===== config.mk =====
export PLATFORM = sky130hd
export DESIGN_NAME = spp_top
export DESIGN_NICKNAME = d
export VERILOG_FILES = /design/src/spp_pkg.sv /design/src/spp_in_filter.sv /design/src/spp_top.sv
export VERILOG_INCLUDE_DIRS = /design/src
export SDC_FILE = /design/constraint.sdc
export NUM_CORES = 1
export LEC_CHECK = 0
export ABC_AREA = 1
export BUFFER_PORTS_ARGS = -buffer_cell sky130_fd_sc_hd__clkbuf_2
export CORE_ASPECT_RATIO = 0.8
export CORE_MARGIN = 3
export CORE_UTILIZATION = 51
export DETAILED_ROUTE_END_ITERATION = 12
export PLACE_DENSITY = 0.74
export SETUP_SLACK_MARGIN = 0.2
export SYNTH_ARGS = -nofsm -noshare
export SYNTH_HDL_FRONTEND = slang
export SYNTH_HIERARCHICAL = 1
export SYNTH_SLANG_ARGS = --single-unit

===== constraint.sdc =====
create_clock -name sys_clk -period 2.15 [get_ports sys_clk]
set_clock_uncertainty 0.2 [all_clocks]
set_input_delay 0.43 -clock sys_clk [delete_from_list [all_inputs] [get_ports sys_clk]]
set_output_delay 0.43 -clock sys_clk [all_outputs]
set_load 0.05 [all_outputs]

===== src/spp_params.svh =====
`ifndef SPP_PARAMS_SVH
`define SPP_PARAMS_SVH
// register byte addresses
`define SPP_ADDR_ROUTE 8'hdd
`define SPP_ADDR_DATA 8'he0
`define SPP_ADDR_RATE 8'he1
`define SPP_ADDR_MODE 8'he2
// mode register bit positions
`define SPP_MODE_RUN 7
`define SPP_MODE_IE 6
`define SPP_MODE_CPHA 5
`define SPP_MODE_CLK 4
`define SPP_MODE_SIN 3
`define SPP_MODE_STRT 2
`define SPP_MODE_FILT 1
`define SPP_MODE_CPOL 0
// rate/frame/flag register fields
`define SPP_RATE_FLAG 7
`define SPP_RATE_LEN_HI 6
`define SPP_RATE_LEN_LO 3
`define SPP_RATE_CD_HI 2
`define SPP_RATE_CD_LO 0
// reset values
`define SPP_MODE_RST 8'h00
`define SPP_RATE_RST 8'h00
// core cycle clock is the system clock divided by this
`define SPP_CORE_DIV 13
`define SPP_CD_MAX_RATIO 256
`endif


===== src/spp_pkg.sv =====
package spp_pkg;
  typedef enum logic [1:0] {
    ST_IDLE,
    ST_ARM,
    ST_SHIFT
  } spp_state_t;
endpackage


===== src/spp_in_filter.sv =====
`timescale 1ns/1ps
module spp_in_filter (
  // clock and reset
  input wire logic sys_clk,
  input wire logic rst,
  // pin side
  input wire logic pinIn,
  input wire logic bypass,
  // cleaned level
  output logic filt
);
  logic sync1_r;
  logic sync2_r;
  logic sync3_r;

  // two-stage synchroniser; sync1_r feeds only sync2_r
  always_ff @(posedge sys_clk) begin
    if (rst) begin
      sync1_r <= 1'b0;
      sync2_r <= 1'b0;
      sync3_r <= 1'b0;
    end else begin
      sync1_r <= pinIn;
      sync2_r <= sync1_r;
      sync3_r <= sync2_r;
    end
  end

  // a level must hold two samples to pass, so a one-cycle pulse dies
  always_ff @(posedge sys_clk) begin
    if (rst) begin
      filt <= 1'b0;
    end else if (bypass) begin
      filt <= sync2_r;
    end else if (sync2_r == sync3_r) begin
      filt <= sync2_r;
    end
  end
endmodule


===== src/spp_top.sv =====
// The address-and-strobe port was left to the implementer.
`timescale 1ns/1ps
`include "spp_params.svh"
// How it works
// - hardware clears run at frame end, requests interrupt if enabled
// - software clearing run aborts at once, requests interrupt if enabled
// - interrupt enable gates the request line; cleared means no request
// - phase 0: msb out at load; phase 1: msb out on first change edge
// - clock select high: master, drives clock pin; low: slave on pin
// - input-select low shifts in zeros; high shifts in serial input
// - gated start waits for a serial input rise while run is set
// - a gated transfer keeps going when serial input falls again
// - inputs filtered of short pulses unless filter-disable is set
// - polarity picks capture edge and change edge of the bit clock
// - rate register writes ignored while running; flag only cleared
// - flag set at every frame end when interrupt enable is set
// - frame length 1 to 15 bits; code 0 reserved, never starts
// - master bit clock divided by 1,2,4..64 or 256 from core clock
// - data register writes ignored while running
// - msb first on both ends
// - route register bit 0 gives the serial output pin to the port
// - own flag readable to tell this source from the port source
module spp_top (
  // clock and reset
  input wire logic sys_clk,
  input wire logic rst,
  // register port
  input wire logic [7:0] regAddr,
  input wire logic [7:0] regWdata,
  input wire logic regWr,
  input wire logic regRd,
  output logic [7:0] regRdata,
  // serial pins
  input wire logic sinPin,
  input wire logic sckIn,
  output logic sckOut,
  output logic sckOe,
  output logic soutData,
  output logic soutSel,
  // interrupt request toward vector 2
  output logic irqReq
);
  import spp_pkg::*;

  spp_state_t state_r;
  logic ieR, cphaR, clkSelR, spinR, sstrtR, efiltR, cpolR;
  logic flagR, routeR, outBitR, sckOutR, sckPrevR, sinPrevR;
  logic [3:0] lenR;
  logic [2:0] cdR;
  logic [7:0] srR;
  logic [3:0] capCnt_r;
  logic [3:0] baseCnt_r;
  logic [7:0] rateCnt_r;
  logic sinF, sckF;
  logic busy, modeWr, rateWr, dataWr, routeWr;
  logic baseTick, divTick, ev, newLvl, capEv, chgEv;
  logic inBit, lastCap, done, abort, startNow;
  logic [7:0] ratioM1;

  // input conditioning, one filter per pin
  spp_in_filter u_sin_filt (
    .sys_clk(sys_clk),
    .rst(rst),
    .pinIn(sinPin),
    .bypass(efiltR),
    .filt(sinF)
  );
  spp_in_filter u_sck_filt (
    .sys_clk(sys_clk),
    .rst(rst),
    .pinIn(sckIn),
    .bypass(efiltR),
    .filt(sckF)
  );

  // address decode
  assign busy = (state_r != ST_IDLE);
  assign modeWr = regWr && (regAddr == `SPP_ADDR_MODE);
  assign rateWr = regWr && (regAddr == `SPP_ADDR_RATE);
  assign dataWr = regWr && (regAddr == `SPP_ADDR_DATA);
  assign routeWr = regWr && (regAddr == `SPP_ADDR_ROUTE);

  // core cycle clock enable from the system clock
  always_ff @(posedge sys_clk) begin
    if (rst || !busy) begin
      baseCnt_r <= 4'h0;
    end else if (baseTick) begin
      baseCnt_r <= 4'h0;
    end else begin
      baseCnt_r <= baseCnt_r + 4'h1;
    end
  end
  assign baseTick = busy && (baseCnt_r == 4'(`SPP_CORE_DIV - 1));

  // ratio code to terminal count; code 7 jumps to 256, not 128
  always_comb begin
    if (cdR == 3'h7) begin
      ratioM1 = 8'(`SPP_CD_MAX_RATIO - 1);
    end else begin
      ratioM1 = 8'((9'h001 << cdR) - 9'h001);
    end
  end

  // bit clock divider, one edge of the bit clock per tick
  always_ff @(posedge sys_clk) begin
    if (rst || state_r != ST_SHIFT) begin
      rateCnt_r <= 8'h00;
    end else if (baseTick) begin
      if (rateCnt_r == ratioM1) begin
        rateCnt_r <= 8'h00;
      end else begin
        rateCnt_r <= rateCnt_r + 8'h01;
      end
    end
  end
  assign divTick = (state_r == ST_SHIFT) && baseTick &&
                   (rateCnt_r == ratioM1);

  // edge events: own clock as master, pin clock as slave
  always_comb begin
    if (clkSelR) begin
      ev = divTick;
      newLvl = ~sckOutR;
    end else begin
      ev = (state_r == ST_SHIFT) && (sckF != sckPrevR);
      newLvl = sckF;
    end
  end
  // polarity 0 captures on rising, 1 on falling
  assign capEv = ev && (newLvl == ~cpolR);
  assign chgEv = ev && (newLvl == cpolR);
  assign inBit = spinR ? sinF : 1'b0;
  assign lastCap = capEv && (capCnt_r == lenR - 4'h1);

  // master phase 0 ends on the trailing change edge, otherwise on capture
  always_comb begin
    if (clkSelR && !cphaR) begin
      done = chgEv && (capCnt_r == lenR);
    end else begin
      done = lastCap;
    end
  end
  assign abort = busy && modeWr && !regWdata[`SPP_MODE_RUN];
  // gated start needs a rise, so a level already high does not count
  assign startNow = (state_r == ST_ARM) && sinF && !sinPrevR;

  // transfer sequencer
  always_ff @(posedge sys_clk) begin
    if (rst) begin
      state_r <= ST_IDLE;
    end else begin
      unique case (state_r)
        ST_IDLE: begin
          if (modeWr && regWdata[`SPP_MODE_RUN] && lenR != 4'h0) begin
            if (regWdata[`SPP_MODE_STRT]) begin
              state_r <= ST_ARM;
            end else begin
              state_r <= ST_SHIFT;
            end
          end
        end
        ST_ARM: begin
          if (abort) begin
            state_r <= ST_IDLE;
          end else if (startNow) begin
            state_r <= ST_SHIFT;
          end
        end
        ST_SHIFT: begin
          // a later fall on the serial input is not looked at here
          if (abort || done) begin
            state_r <= ST_IDLE;
          end
        end
      endcase
    end
  end

  // mode register; only the run bit acts while busy
  always_ff @(posedge sys_clk) begin
    if (rst) begin
      {ieR, cphaR, clkSelR, spinR} <= 4'(`SPP_MODE_RST >> `SPP_MODE_SIN);
      {sstrtR, efiltR, cpolR} <= 3'(`SPP_MODE_RST);
    end else if (modeWr && !busy) begin
      ieR <= regWdata[`SPP_MODE_IE];
      cphaR <= regWdata[`SPP_MODE_CPHA];
      clkSelR <= regWdata[`SPP_MODE_CLK];
      spinR <= regWdata[`SPP_MODE_SIN];
      sstrtR <= regWdata[`SPP_MODE_STRT];
      efiltR <= regWdata[`SPP_MODE_FILT];
      cpolR <= regWdata[`SPP_MODE_CPOL];
    end
  end

  // rate/frame fields, locked while a transfer is live
  always_ff @(posedge sys_clk) begin
    if (rst) begin
      lenR <= 4'(`SPP_RATE_RST >> `SPP_RATE_LEN_LO);
      cdR <= 3'(`SPP_RATE_RST);
    end else if (rateWr && !busy) begin
      lenR <= regWdata[`SPP_RATE_LEN_HI:`SPP_RATE_LEN_LO];
      cdR <= regWdata[`SPP_RATE_CD_HI:`SPP_RATE_CD_LO];
    end
  end

  // interrupt flag: set at frame end or abort when interrupt enable is set, set beats clear
  always_ff @(posedge sys_clk) begin
    if (rst) begin
      flagR <= 1'b0;
    end else if ((done || abort) && ieR) begin
      flagR <= 1'b1;
    end else if (rateWr && !busy && !regWdata[`SPP_RATE_FLAG]) begin
      flagR <= 1'b0;
    end
  end
  assign irqReq = flagR && ieR;

  // output route bit; write-only, read returns zero
  always_ff @(posedge sys_clk) begin
    if (rst) begin
      routeR <= 1'b0;
    end else if (routeWr) begin
      routeR <= regWdata[0];
    end
  end

  // shift register, msb first, captured bits enter at bit 0
  always_ff @(posedge sys_clk) begin
    if (rst) begin
      srR <= 8'h00;
    end else if (dataWr && !busy) begin
      srR <= regWdata;
    end else if (capEv && state_r == ST_SHIFT) begin
      srR <= {srR[6:0], inBit};
    end
  end

  // captured bit count
  always_ff @(posedge sys_clk) begin
    if (rst || state_r != ST_SHIFT) begin
      capCnt_r <= 4'h0;
    end else if (capEv) begin
      capCnt_r <= capCnt_r + 4'h1;
    end
  end

  // serial output bit: follows msb while idle in phase 0
  always_ff @(posedge sys_clk) begin
    if (rst) begin
      outBitR <= 1'b0;
    end else if (state_r != ST_SHIFT) begin
      if (!cphaR) begin
        outBitR <= srR[7];
      end
    end else if (chgEv) begin
      outBitR <= srR[7];
    end
  end

  // master clock pin level; parks so the first edge has the right kind
  always_ff @(posedge sys_clk) begin
    if (rst) begin
      sckOutR <= 1'b0;
    end else if (state_r != ST_SHIFT) begin
      sckOutR <= cpolR ^ cphaR;
    end else if (divTick) begin
      sckOutR <= ~sckOutR;
    end
  end

  // previous filtered levels for edge detection
  always_ff @(posedge sys_clk) begin
    if (rst) begin
      sckPrevR <= 1'b0;
      sinPrevR <= 1'b0;
    end else begin
      sckPrevR <= sckF;
      sinPrevR <= sinF;
    end
  end

  // pin outputs
  assign sckOut = sckOutR;
  assign sckOe = clkSelR;
  assign soutData = outBitR;
  assign soutSel = routeR;

  // read data, valid the cycle after the strobe
  always_ff @(posedge sys_clk) begin
    if (rst) begin
      regRdata <= 8'h00;
    end else if (regRd) begin
      unique case (regAddr)
        `SPP_ADDR_DATA: regRdata <= srR;
        `SPP_ADDR_RATE: regRdata <= {flagR, lenR, cdR};
        `SPP_ADDR_MODE: regRdata <= {busy, ieR, cphaR, clkSelR,
                                     spinR, sstrtR, efiltR, cpolR};
        default: regRdata <= 8'h00;
      endcase
    end
  end

  property p_done_idle;
    @(posedge sys_clk) disable iff (rst)
    (state_r == ST_SHIFT && done) |=> (state_r == ST_IDLE && !busy);
  endproperty
  a_done_idle: assert property (p_done_idle)
    else $error("run not cleared at frame end");

  property p_abort;
    @(posedge sys_clk) disable iff (rst)
    (abort && ieR) |=> (state_r == ST_IDLE && irqReq);
  endproperty
  a_abort: assert property (p_abort)
    else $error("abort did not stop and request");

  property p_no_ie;
    @(posedge sys_clk) disable iff (rst)
    (!ieR && !flagR) |=> !irqReq;
  endproperty
  a_no_ie: assert property (p_no_ie)
    else $error("request without enable");

  property p_phase0_out;
    @(posedge sys_clk) disable iff (rst)
    (state_r == ST_IDLE && !cphaR) ##1 (state_r == ST_IDLE)
      |-> (soutData == $past(srR[7]));
  endproperty
  a_phase0_out: assert property (p_phase0_out)
    else $error("msb not on output at load");

  property p_park;
    @(posedge sys_clk) disable iff (rst)
    (state_r == ST_IDLE) [*2] |-> (sckOut == $past(cpolR ^ cphaR));
  endproperty
  a_park: assert property (p_park)
    else $error("clock not parked at idle level");

  property p_zero_in;
    @(posedge sys_clk) disable iff (rst)
    (state_r == ST_SHIFT && capEv && !spinR) |=> (srR[0] == 1'b0);
  endproperty
  a_zero_in: assert property (p_zero_in)
    else $error("nonzero bit shifted with input off");

  property p_gate;
    @(posedge sys_clk) disable iff (rst)
    (state_r == ST_ARM && !abort && !(sinF && !sinPrevR))
      |=> (state_r == ST_ARM);
  endproperty
  a_gate: assert property (p_gate)
    else $error("gated start left arm without rise");

  property p_rate_lock;
    @(posedge sys_clk) disable iff (rst)
    (busy && rateWr) |=> (lenR == $past(lenR) && cdR == $past(cdR));
  endproperty
  a_rate_lock: assert property (p_rate_lock)
    else $error("rate register written while running");

  property p_data_lock;
    @(posedge sys_clk) disable iff (rst)
    (busy && dataWr && !capEv) |=> (srR == $past(srR));
  endproperty
  a_data_lock: assert property (p_data_lock)
    else $error("data register written while running");

  property p_base_gap;
    @(posedge sys_clk) disable iff (rst)
    baseTick |=> !baseTick [*8];
  endproperty
  a_base_gap: assert property (p_base_gap)
    else $error("core cycle enable too frequent");

  property p_flag_set;
    @(posedge sys_clk) disable iff (rst)
    (done && ieR && state_r == ST_SHIFT) |=> flagR ##1 flagR;
  endproperty
  a_flag_set: assert property (p_flag_set)
    else $error("flag not set at frame end");
endmodule


==> summary.md, run 1 <==
| Metric | Value |
|---|---|
| CP arrival | `approximately 2.1 ns` |
| LEAKAGE | `1.62 nW` |
| Clk_lat worst skew | `0.35 ns` |
| Pint | `2.04 mW` |
| TritonCTS clock tree | `yes` |
| Psw | `0.757 mW` |
| Yosys top cell area share | `39.8%` |
| Hold Startpoint | `sckIn` |
| Crit end category | `flop` |
| Comb pwr share | `between 10 and 15%` |
| Worst Tran Pin Value | `between 0.4 and 0.5 ns` |
| Synth top area cells | `dfxtp_1 (40%), nand2_1 (11%), inv_1 (7.1%)` |
| Synth cell types | `39` |
| Path type of the worst setup path | `reg -> reg` |
| Peak VDD IR | `0.506 mV` |
| Worst setup SP type | `flop` |
| Fillers | `482` |
| Syn nets | `around 460` |
| Design Area, Final | `3850 um2` |
| Register area | `1250 um2` |
| Launch point of the worst path | `state_r[0]` |
| Status | `finished, final reports clean` |
| Final min period | `2.06 ns` |
| #FFs+latches synth | `62` |
| N_diodes | `0` |
| Initial Util | `54.9%` |
| HPWL Detailed | `5680 um` |
| Placer Congestion | `~0.92` |
| CTS root buf | `clkbuf_8` |
| CTS Sinks | `62` |
| Utilization after layout | `between 60% and 70%` |
| Core footprint | `5680 um2` |
| Syn Std Cell Area | `3120 um2` |
| Hold Path Class | `in -> reg` |
| Final hold viol count | `0` |
| Total GRT Usage | `about 22%` |
| Std cell rows | `24` |
| Routed wire length | `7950 um` |
| RR Startpoint | `state_r[0]` |
| 1st-iter DRT viols | `281` |
| Worst path required time | `2.22 ns` |
| Vias in the first global route | `roughly 2700` |
| Mapped Cells | `431` |
| Chip height | `75.9 um` |
| Sequential fraction of the synthesis area | `39.8%` |
| Final nets | `515` |
| Worst-path clk slew | `0.07 ns` |
| Slew Limit Headroom | `71.7%` |
| Die Width | `93.4 um` |
| Initial antenna violation count | `0` |
| Period Utilization, post-route | `95.7%` |
| TritonCTS Buffers | `9` |
| Yosys warning count | `6` |
| Antenna-violating nets left | `0` |
| Multi-input logic area | `1740 um2` |
| Post-Place Cells | `~540` |
| Hold Path Cell Cnt | `3` |
| Clock share of power | `42.5%` |
| FMAX | `about 500 MHz` |
| Vias post-DR | `3086` |
| First-pass GRT wire length | `12700 um` |
| Largest net degree at the start of global routing | `25` |
| Clk buf depth | `2` |
| Final setup fails | `0` |
| Drt pass-1 iters | `6` |
| DRC | `0` |
| Total of max-cap violations | `0` |
| Total Power | `2.79 mW` |
| Layout cell share with drive strength beyond 1 | `between 20% and 30%` |
| Final Max Tran Viols | `0` |
| Vias per cell | `5.43` |
| CTS HTree Levels | `3` |
| Total grt overflow | `0` |
| Power density of the placed cells | `725 nW/um2` |
| Port Buffers | `34` |
| Num ports | `35` |
| Unrepaired setup endpoints after global routing | `true` |
| Post-Layout Cell Count | `~570` |
| Yosys top cell by area | `dfxtp_1` |
| WL/cell | `14.0 um` |
| Die area | `roughly 7100 um2` |
| Avg Synthesized Cell Area | `7.23 um2` |
| Crit path max fanout | `14` |
| Synthesis-to-finish area growth | `23.5%` |
| Switching share of power | `27.1%` |
| R2r worst-path depth | `13` |
| Part of the power in registers | `43.1%` |
| Post-place instance area | `3430 um2` |
==> cells in the mapped netlist, drive strengths merged <==
library cell	number
nand2	93
dfxtp	62
inv	60
a21oi	42
nor2	40
o21ai	32
nand3	30
nor3	9
ha	8
o221ai	8
clkbuf	7
nand4	7
xor2	7
mux2	6
xnor2	4
a31oi	2
buf	2
nor3b	2
a211oi	1
a31o	1
and2	1
and3	1
clkinv	1
nand3b	1
nor4	1
o211ai	1
o22ai	1
or2	1
==> state kept, by name, summed over array words and instances, names as in the netlist, 2 cells and up <==
name	count
rateCnt_r	8
regRdata	8
srR	8
baseCnt_r	4
capCnt_r	4
lenR	4
cdR	3
state_r	2
==> through the flow <==
step / TNS, ns / setup slack, ns / hold slack (ns)
2_1_floorplan: 0 / 0.173 / 0.188
3_3_place_gp: 0 / 0.146 / 0.192
3_5_place_dp: 0 / 0.0819 / 0.197
4_1_cts: 0 / 0.156 / 0.0489
5_1_grt: -0.0599 / -0.0400 / 0.0579
6_report: 0 / 0.0926 / 0.0668
==> cell usage in the layout (no fill, tap or decap), drive strengths merged, types with 6 or more instances in the layout <==
master and count:
mux2 6, ha 8, nor2 40, a21oi 42, nor3 9, nand4 7
o221ai 8, buf 17, dfxtp 62, inv 61, xor2 7, clkbuf 44
nand3 30, o21ai 32, nand2 94
==> worst paths after layout <==
kind / endpoint / slack, ns
setup / recovery: srR[7] / 0.09
hold / removal: u_sck_filt/sync1_r / 0.07
setup reg to reg: srR[7] / 0.09
hold reg to reg: u_sin_filt/sync2_r / 0.21
==> timing repair <==
item,in CTS,in global routing
gates resized for setup,6,30
gates cloned,0,1
pin swaps,9,9
setup buffers,7,1
hold buffers,0,0
setup endpoints to repair,14,18
==> cell type report <==
class / count / share of cell area (%)
flip-flops and latches: 62 / 32.5
clock inverters: 6 / 2.44
well taps: 78 / 2.53
repair buffers: 51 / 7.73
clock buffers: 10 / 3.57
multi-input cells: 300 / 45.3
inverters: 61 / 6.01
==> worst max-delay path: stages (launching register included) <==
cell	delay (ns)
dfxtp_2	0.35
inv_2	0.05
ha_4	0.16
inv_4	0.06
nand2_2	0.05
nor2_2	0.09
nand3_1	0.08
nor2_1	0.12
nand4_1	0.14
nand2_4	0.15
nand2_8	0.13
nand2_8	0.14
o21ai_2	0.06
a31oi_1	0.18
==> power by group through the flow <==
stage | Clock [mW] | Sequential (mW) | Combinational [mW]
floorplan | 0 | 1.24 | 0.201
global placement | 0 | 1.23 | 0.299
detailed placement | 0 | 1.23 | 0.308
CTS | 1.20 | 1.20 | 0.357
global route | 1.26 | 1.21 | 0.442
finish | 1.19 | 1.20 | 0.402
==> kinds of logic after synthesis <==
group / Yosys count / synth area share [%]
compound gates: 88 / 15.5
buf+inv: 70 / 9.03
simple gates: 186 / 27.2
fa+ha+maj: 8 / 3.21
flops: 62 / 39.8
xor+xnor: 11 / 3.09
mux: 6 / 2.17
==> per-layer routing <==
metal	GRT usage [%]	wire (um)	vias to the layer above
li1	-	-	1528
met1	32.0	3740	1413
met2	31.3	3460	130
met3	7.62	625	15
met4	7.76	124	0
met5	0	0	-
Note: power is estimated with default switching activity, not from simulation.
==> inputs of run 2 (changes only) <==
--- a/config.mk
+++ b/config.mk
@@ -8,13 +8,13 @@
 export LEC_CHECK = 0
 export ABC_AREA = 1
 export BUFFER_PORTS_ARGS = -buffer_cell sky130_fd_sc_hd__clkbuf_2
-export CORE_ASPECT_RATIO = 0.8
+export CORE_ASPECT_RATIO = 0.75
 export CORE_MARGIN = 3
 export CORE_UTILIZATION = 51
 export DETAILED_ROUTE_END_ITERATION = 12
-export PLACE_DENSITY = 0.74
+export PLACE_DENSITY = 0.73
+export RECOVER_POWER = 25
 export SETUP_SLACK_MARGIN = 0.2
 export SYNTH_ARGS = -nofsm -noshare
 export SYNTH_HDL_FRONTEND = slang
-export SYNTH_HIERARCHICAL = 1
 export SYNTH_SLANG_ARGS = --single-unit
==> run 2 against run 1 <==
Sequential cell count unchanged; setup slack better by 0.085 ns; non-clock buffer count grew 2; die area rose by 5.4%; wire length rose by 3.7%; total power is essentially flat; synthesized cell count grew 1.4%; design area is 5.0% higher; final cell count grew 1.6%; clock power decreased by 4%; fmax is 4.3% higher; largest cell class unchanged; largest power group unchanged; highest routed layer unchanged.
==> summary.md, run 2 <==
| Metric | Value |
|---|---|
| Avg Synthesized Cell Area | `7.55 um2 (+4.4%)` |
| Worst-path clk slew | `0.07 ns (about the same)` |
| TritonCTS Buffers | `9 (unchanged)` |
| WL/cell | `14.3 um (+2.1%)` |
| Unrepaired setup endpoints after global routing | `true` |
| Total grt overflow | `0 (unchanged)` |
| CTS Sinks | `62 (unchanged)` |
| Slew Limit Headroom | `52.9% (-19 points)` |
| Crit path top cell by count | `nand2_8` |
| Clk_lat worst skew | `0.34 ns (about the same)` |
| TritonCTS clock tree | `yes` |
| 1st-iter DRT viols | `295 (+5.0%)` |
| Port Buffers | `34 (unchanged)` |
| Top_reg_cell synth | `dfxtp_1` |
| Design Area, Final | `4050 um2 (+5.0%)` |
| Utilization after layout | `67.0% (-0.84 points)` |
| Chip height | `75.7 um (-0.37%)` |
| Crit-path cells | `buf_4 > ha_1 > o211ai_1 > nand2_8 > nand2_8 > nand2_8 > buf_12 > o21ai_2 > nor2_2` |
| Post-synth top cells | `nand2_1 (84), dfxtp_1 (62), inv_1 (56)` |
| Hold Startpoint | `sinPin` |
| Std cell rows | `24 (unchanged)` |
| Drt pass-1 iters | `5 (-1)` |
| Number of flops mapped to enable cells by yosys | `0 (unchanged)` |
| Routed wire length | `8240 um (+3.7%)` |
| Hold Path Class | `in -> reg` |
| Path type of the worst setup path | `reg -> reg` |
| CTS HTree Levels | `3 (unchanged)` |
| Synth top area cells | `dfxtp_1 (38%), nand2_1 (9.6%), inv_1 (6.4%)` |
| RR Startpoint | `state_r[1]` |
| Commonest non-fill, non-tap cell in the layout | `nand2_1` |
| Async set-reset flop share out of synthesis | `0% (unchanged)` |
| Power density of the placed cells | `690 nW/um2 (-4.8%)` |
| Synthesis-to-finish area growth | `22.6%` |
| Vias post-DR | `3086 (unchanged)` |
| DRC | `0 (unchanged)` |
| HPWL Detailed | `6000 um (+5.7%)` |
| Yosys top cell area share | `37.6% (-2.2 points)` |
| Peak VDD IR | `0.707 mV (+40%)` |
| Setup TNS | `0 ns (unchanged)` |
| Final WS setup | `0.178 ns (+0.0850 ns)` |
| Post-Place Cells | `549 (+1.1%)` |
| Antenna-violating nets left | `0 (unchanged)` |
| Initial Util | `54.7% (-0.27 points)` |
| First-pass GRT wire length | `13300 um (+4.3%)` |
| Mapped Cells | `437 (+1.4%)` |
| Synth cell types | `38 (-2.6%)` |
| Die area | `7480 um2 (+5.4%)` |
| Layout cell share with drive strength beyond 1 | `27.5% (+2.8 points)` |
| Top-count cell post-synth | `nand2_1` |
| LEAKAGE | `1.63 nW (+0.70%)` |
| CP arrival | `1.99 ns (-0.13 ns)` |
| Final setup fails | `0 (unchanged)` |
| Status | `finished, final reports clean` |
| Syn Std Cell Area | `3300 um2 (+5.8%)` |
| Final nets | `524 (+1.7%)` |
| Total of max-cap violations | `0 (unchanged)` |
| Final Max Tran Viols | `0 (unchanged)` |
| Crit end category | `flop` |
| Largest registers | `rateCnt_r (8), regRdata (8), srR (8)` |
| Crit path max fanout | `6 (-8)` |
| Most frequent cells in the layout | `nand2_1 (82), dfxtp_1 (54), inv_1 (52)` |
| Post-Layout Cell Count | `577 (+1.6%)` |
| Yosys warning count | `0 (-6)` |
| Worst setup SP type | `flop` |
| CTS root buf | `clkbuf_8` |
| Clk buf depth | `2 (unchanged)` |
| Critical path's slowest cell | `dfxtp_2` |
| N_diodes | `0 (unchanged)` |
| Worst Tran Pin Value | `0.707 ns (+0.282 ns)` |
| Core footprint | `6040 um2 (+6.3%)` |
| Yosys top cell by area | `dfxtp_1` |
| Final hold viol count | `0 (unchanged)` |
| Num ports | `35 (unchanged)` |
| Worst path required time | `2.17 ns (-0.05 ns)` |
| FMAX | `507 MHz (+4.3%)` |
| Initial antenna violation count | `0 (unchanged)` |
| Post-place instance area | `3580 um2 (+4.5%)` |
| Total GRT Usage | `22.8% (+0.39 points)` |
| Largest net degree at the start of global routing | `21 (-16%)` |
| Final min period | `1.97 ns (-0.0850 ns)` |
| Sequential fraction of the synthesis area | `37.6% (-2.2 points)` |
| Syn nets | `467 (+1.3%)` |
| #FFs+latches synth | `62 (unchanged)` |
| Vias per cell | `5.35 (-1.6%)` |
| Launch point of the worst path | `state_r[1]` |
| Vias in the first global route | `2732 (+1.6%)` |
| CP max stage delay | `0.33 ns (-0.02 ns)` |
| Placer Congestion | `0.899 (-2.4%)` |
| Dpl ws | `0.0981 ns (+0.0162 ns)` |
| Die Width | `98.9 um (+5.8%)` |
| Period Utilization, post-route | `91.7% (-4.0 points)` |
## run 2: cell count changes after synthesis, moves of 4 or more
cell	previous run	this run
o21ai_2	0	6
a211oi_1	1	14
nand2_1	88	84
nand2_2	2	7
o211ai_1	1	5
nand4_1	7	3
a21oi_1	42	27
o21ai_0	28	14
nor2_2	1	10
inv_2	1	6
mux2_2	6	0
## run 2: repair_timing
action | 4_1_cts | 5_1_grt
setup buffers | 8 | 2
cloned | 2 | 0
hold buffers | 0 | 0
pin swaps | 6 | 7
resized for setup | 9 | 26
endpoints found under the setup margin | 13 | 19
## run 2: worst max-delay path: cells and delay by family (launching register included)
kind            cells  cell delay (ns)
simple gates        4             0.40
fa+ha+maj           1             0.26
compound gates      2             0.38
flops               1             0.33
buf+inv             2             0.26
## run 2: power breakdown
part           total, mW  switching [mW]  internal [mW]
sequential          1.21          0.0269           1.19
clock               1.14           0.460          0.679
combinational      0.438           0.274          0.164
total               2.79           0.761           2.03
## run 2: metal layers
| metal | global-route usage [%] | vias up | routed length (um) |
|---|---|---|---|
| li1 | - | 1553 | - |
| met1 | 32.0 | 1390 | 3920 |
| met2 | 34.1 | 128 | 3570 |
| met3 | 6.40 | 15 | 645 |
| met4 | 7.88 | 0 | 109 |
| met5 | 0 | - | 0 |
## run 2: cells by family (layout without fill, tap and decap cells)
kind of cell	after synthesis	after routing	synth area share (%)
buffers and inverters	72	132	9.63
XOR/XNOR	12	12	3.19
AO/OA/AOI/OAI	78	78	14.8
flip-flops	62	62	37.6
AND/OR/NAND/NOR	205	207	31.7
adder cells (fa/ha/maj)	8	8	3.03
## run 2: cell type report
type | count | area [um2]
clock buffer | 10 | 138
clock inverter | 6 | 85.1
fill | 479 | 1990
inverter | 63 | 243
multi-input combinational | 305 | 1910
sequential | 62 | 1250
tap | 78 | 97.6
timing repair buffer | 53 | 317
## run 2: final timing paths
check / end / slack [ns] / depth (start not counted)
hold / removal: u_sin_filt.sync1_r / 0.08 / 3
setup reg to reg: srR[4] / 0.18 / 9
setup / recovery: srR[4] / 0.18 / 9
hold reg to reg: u_sin_filt.sync2_r / 0.21 / 2
## run 2: through the flow
stage | hold WS (ns) | power [mW]
detailed placement | 0.201 | 1.62
global placement | 0.198 | 1.61
floorplan | 0.188 | 1.52
finish | 0.0779 | 2.79
global route | 0.0937 | 2.92
CTS | 0.0673 | 2.77
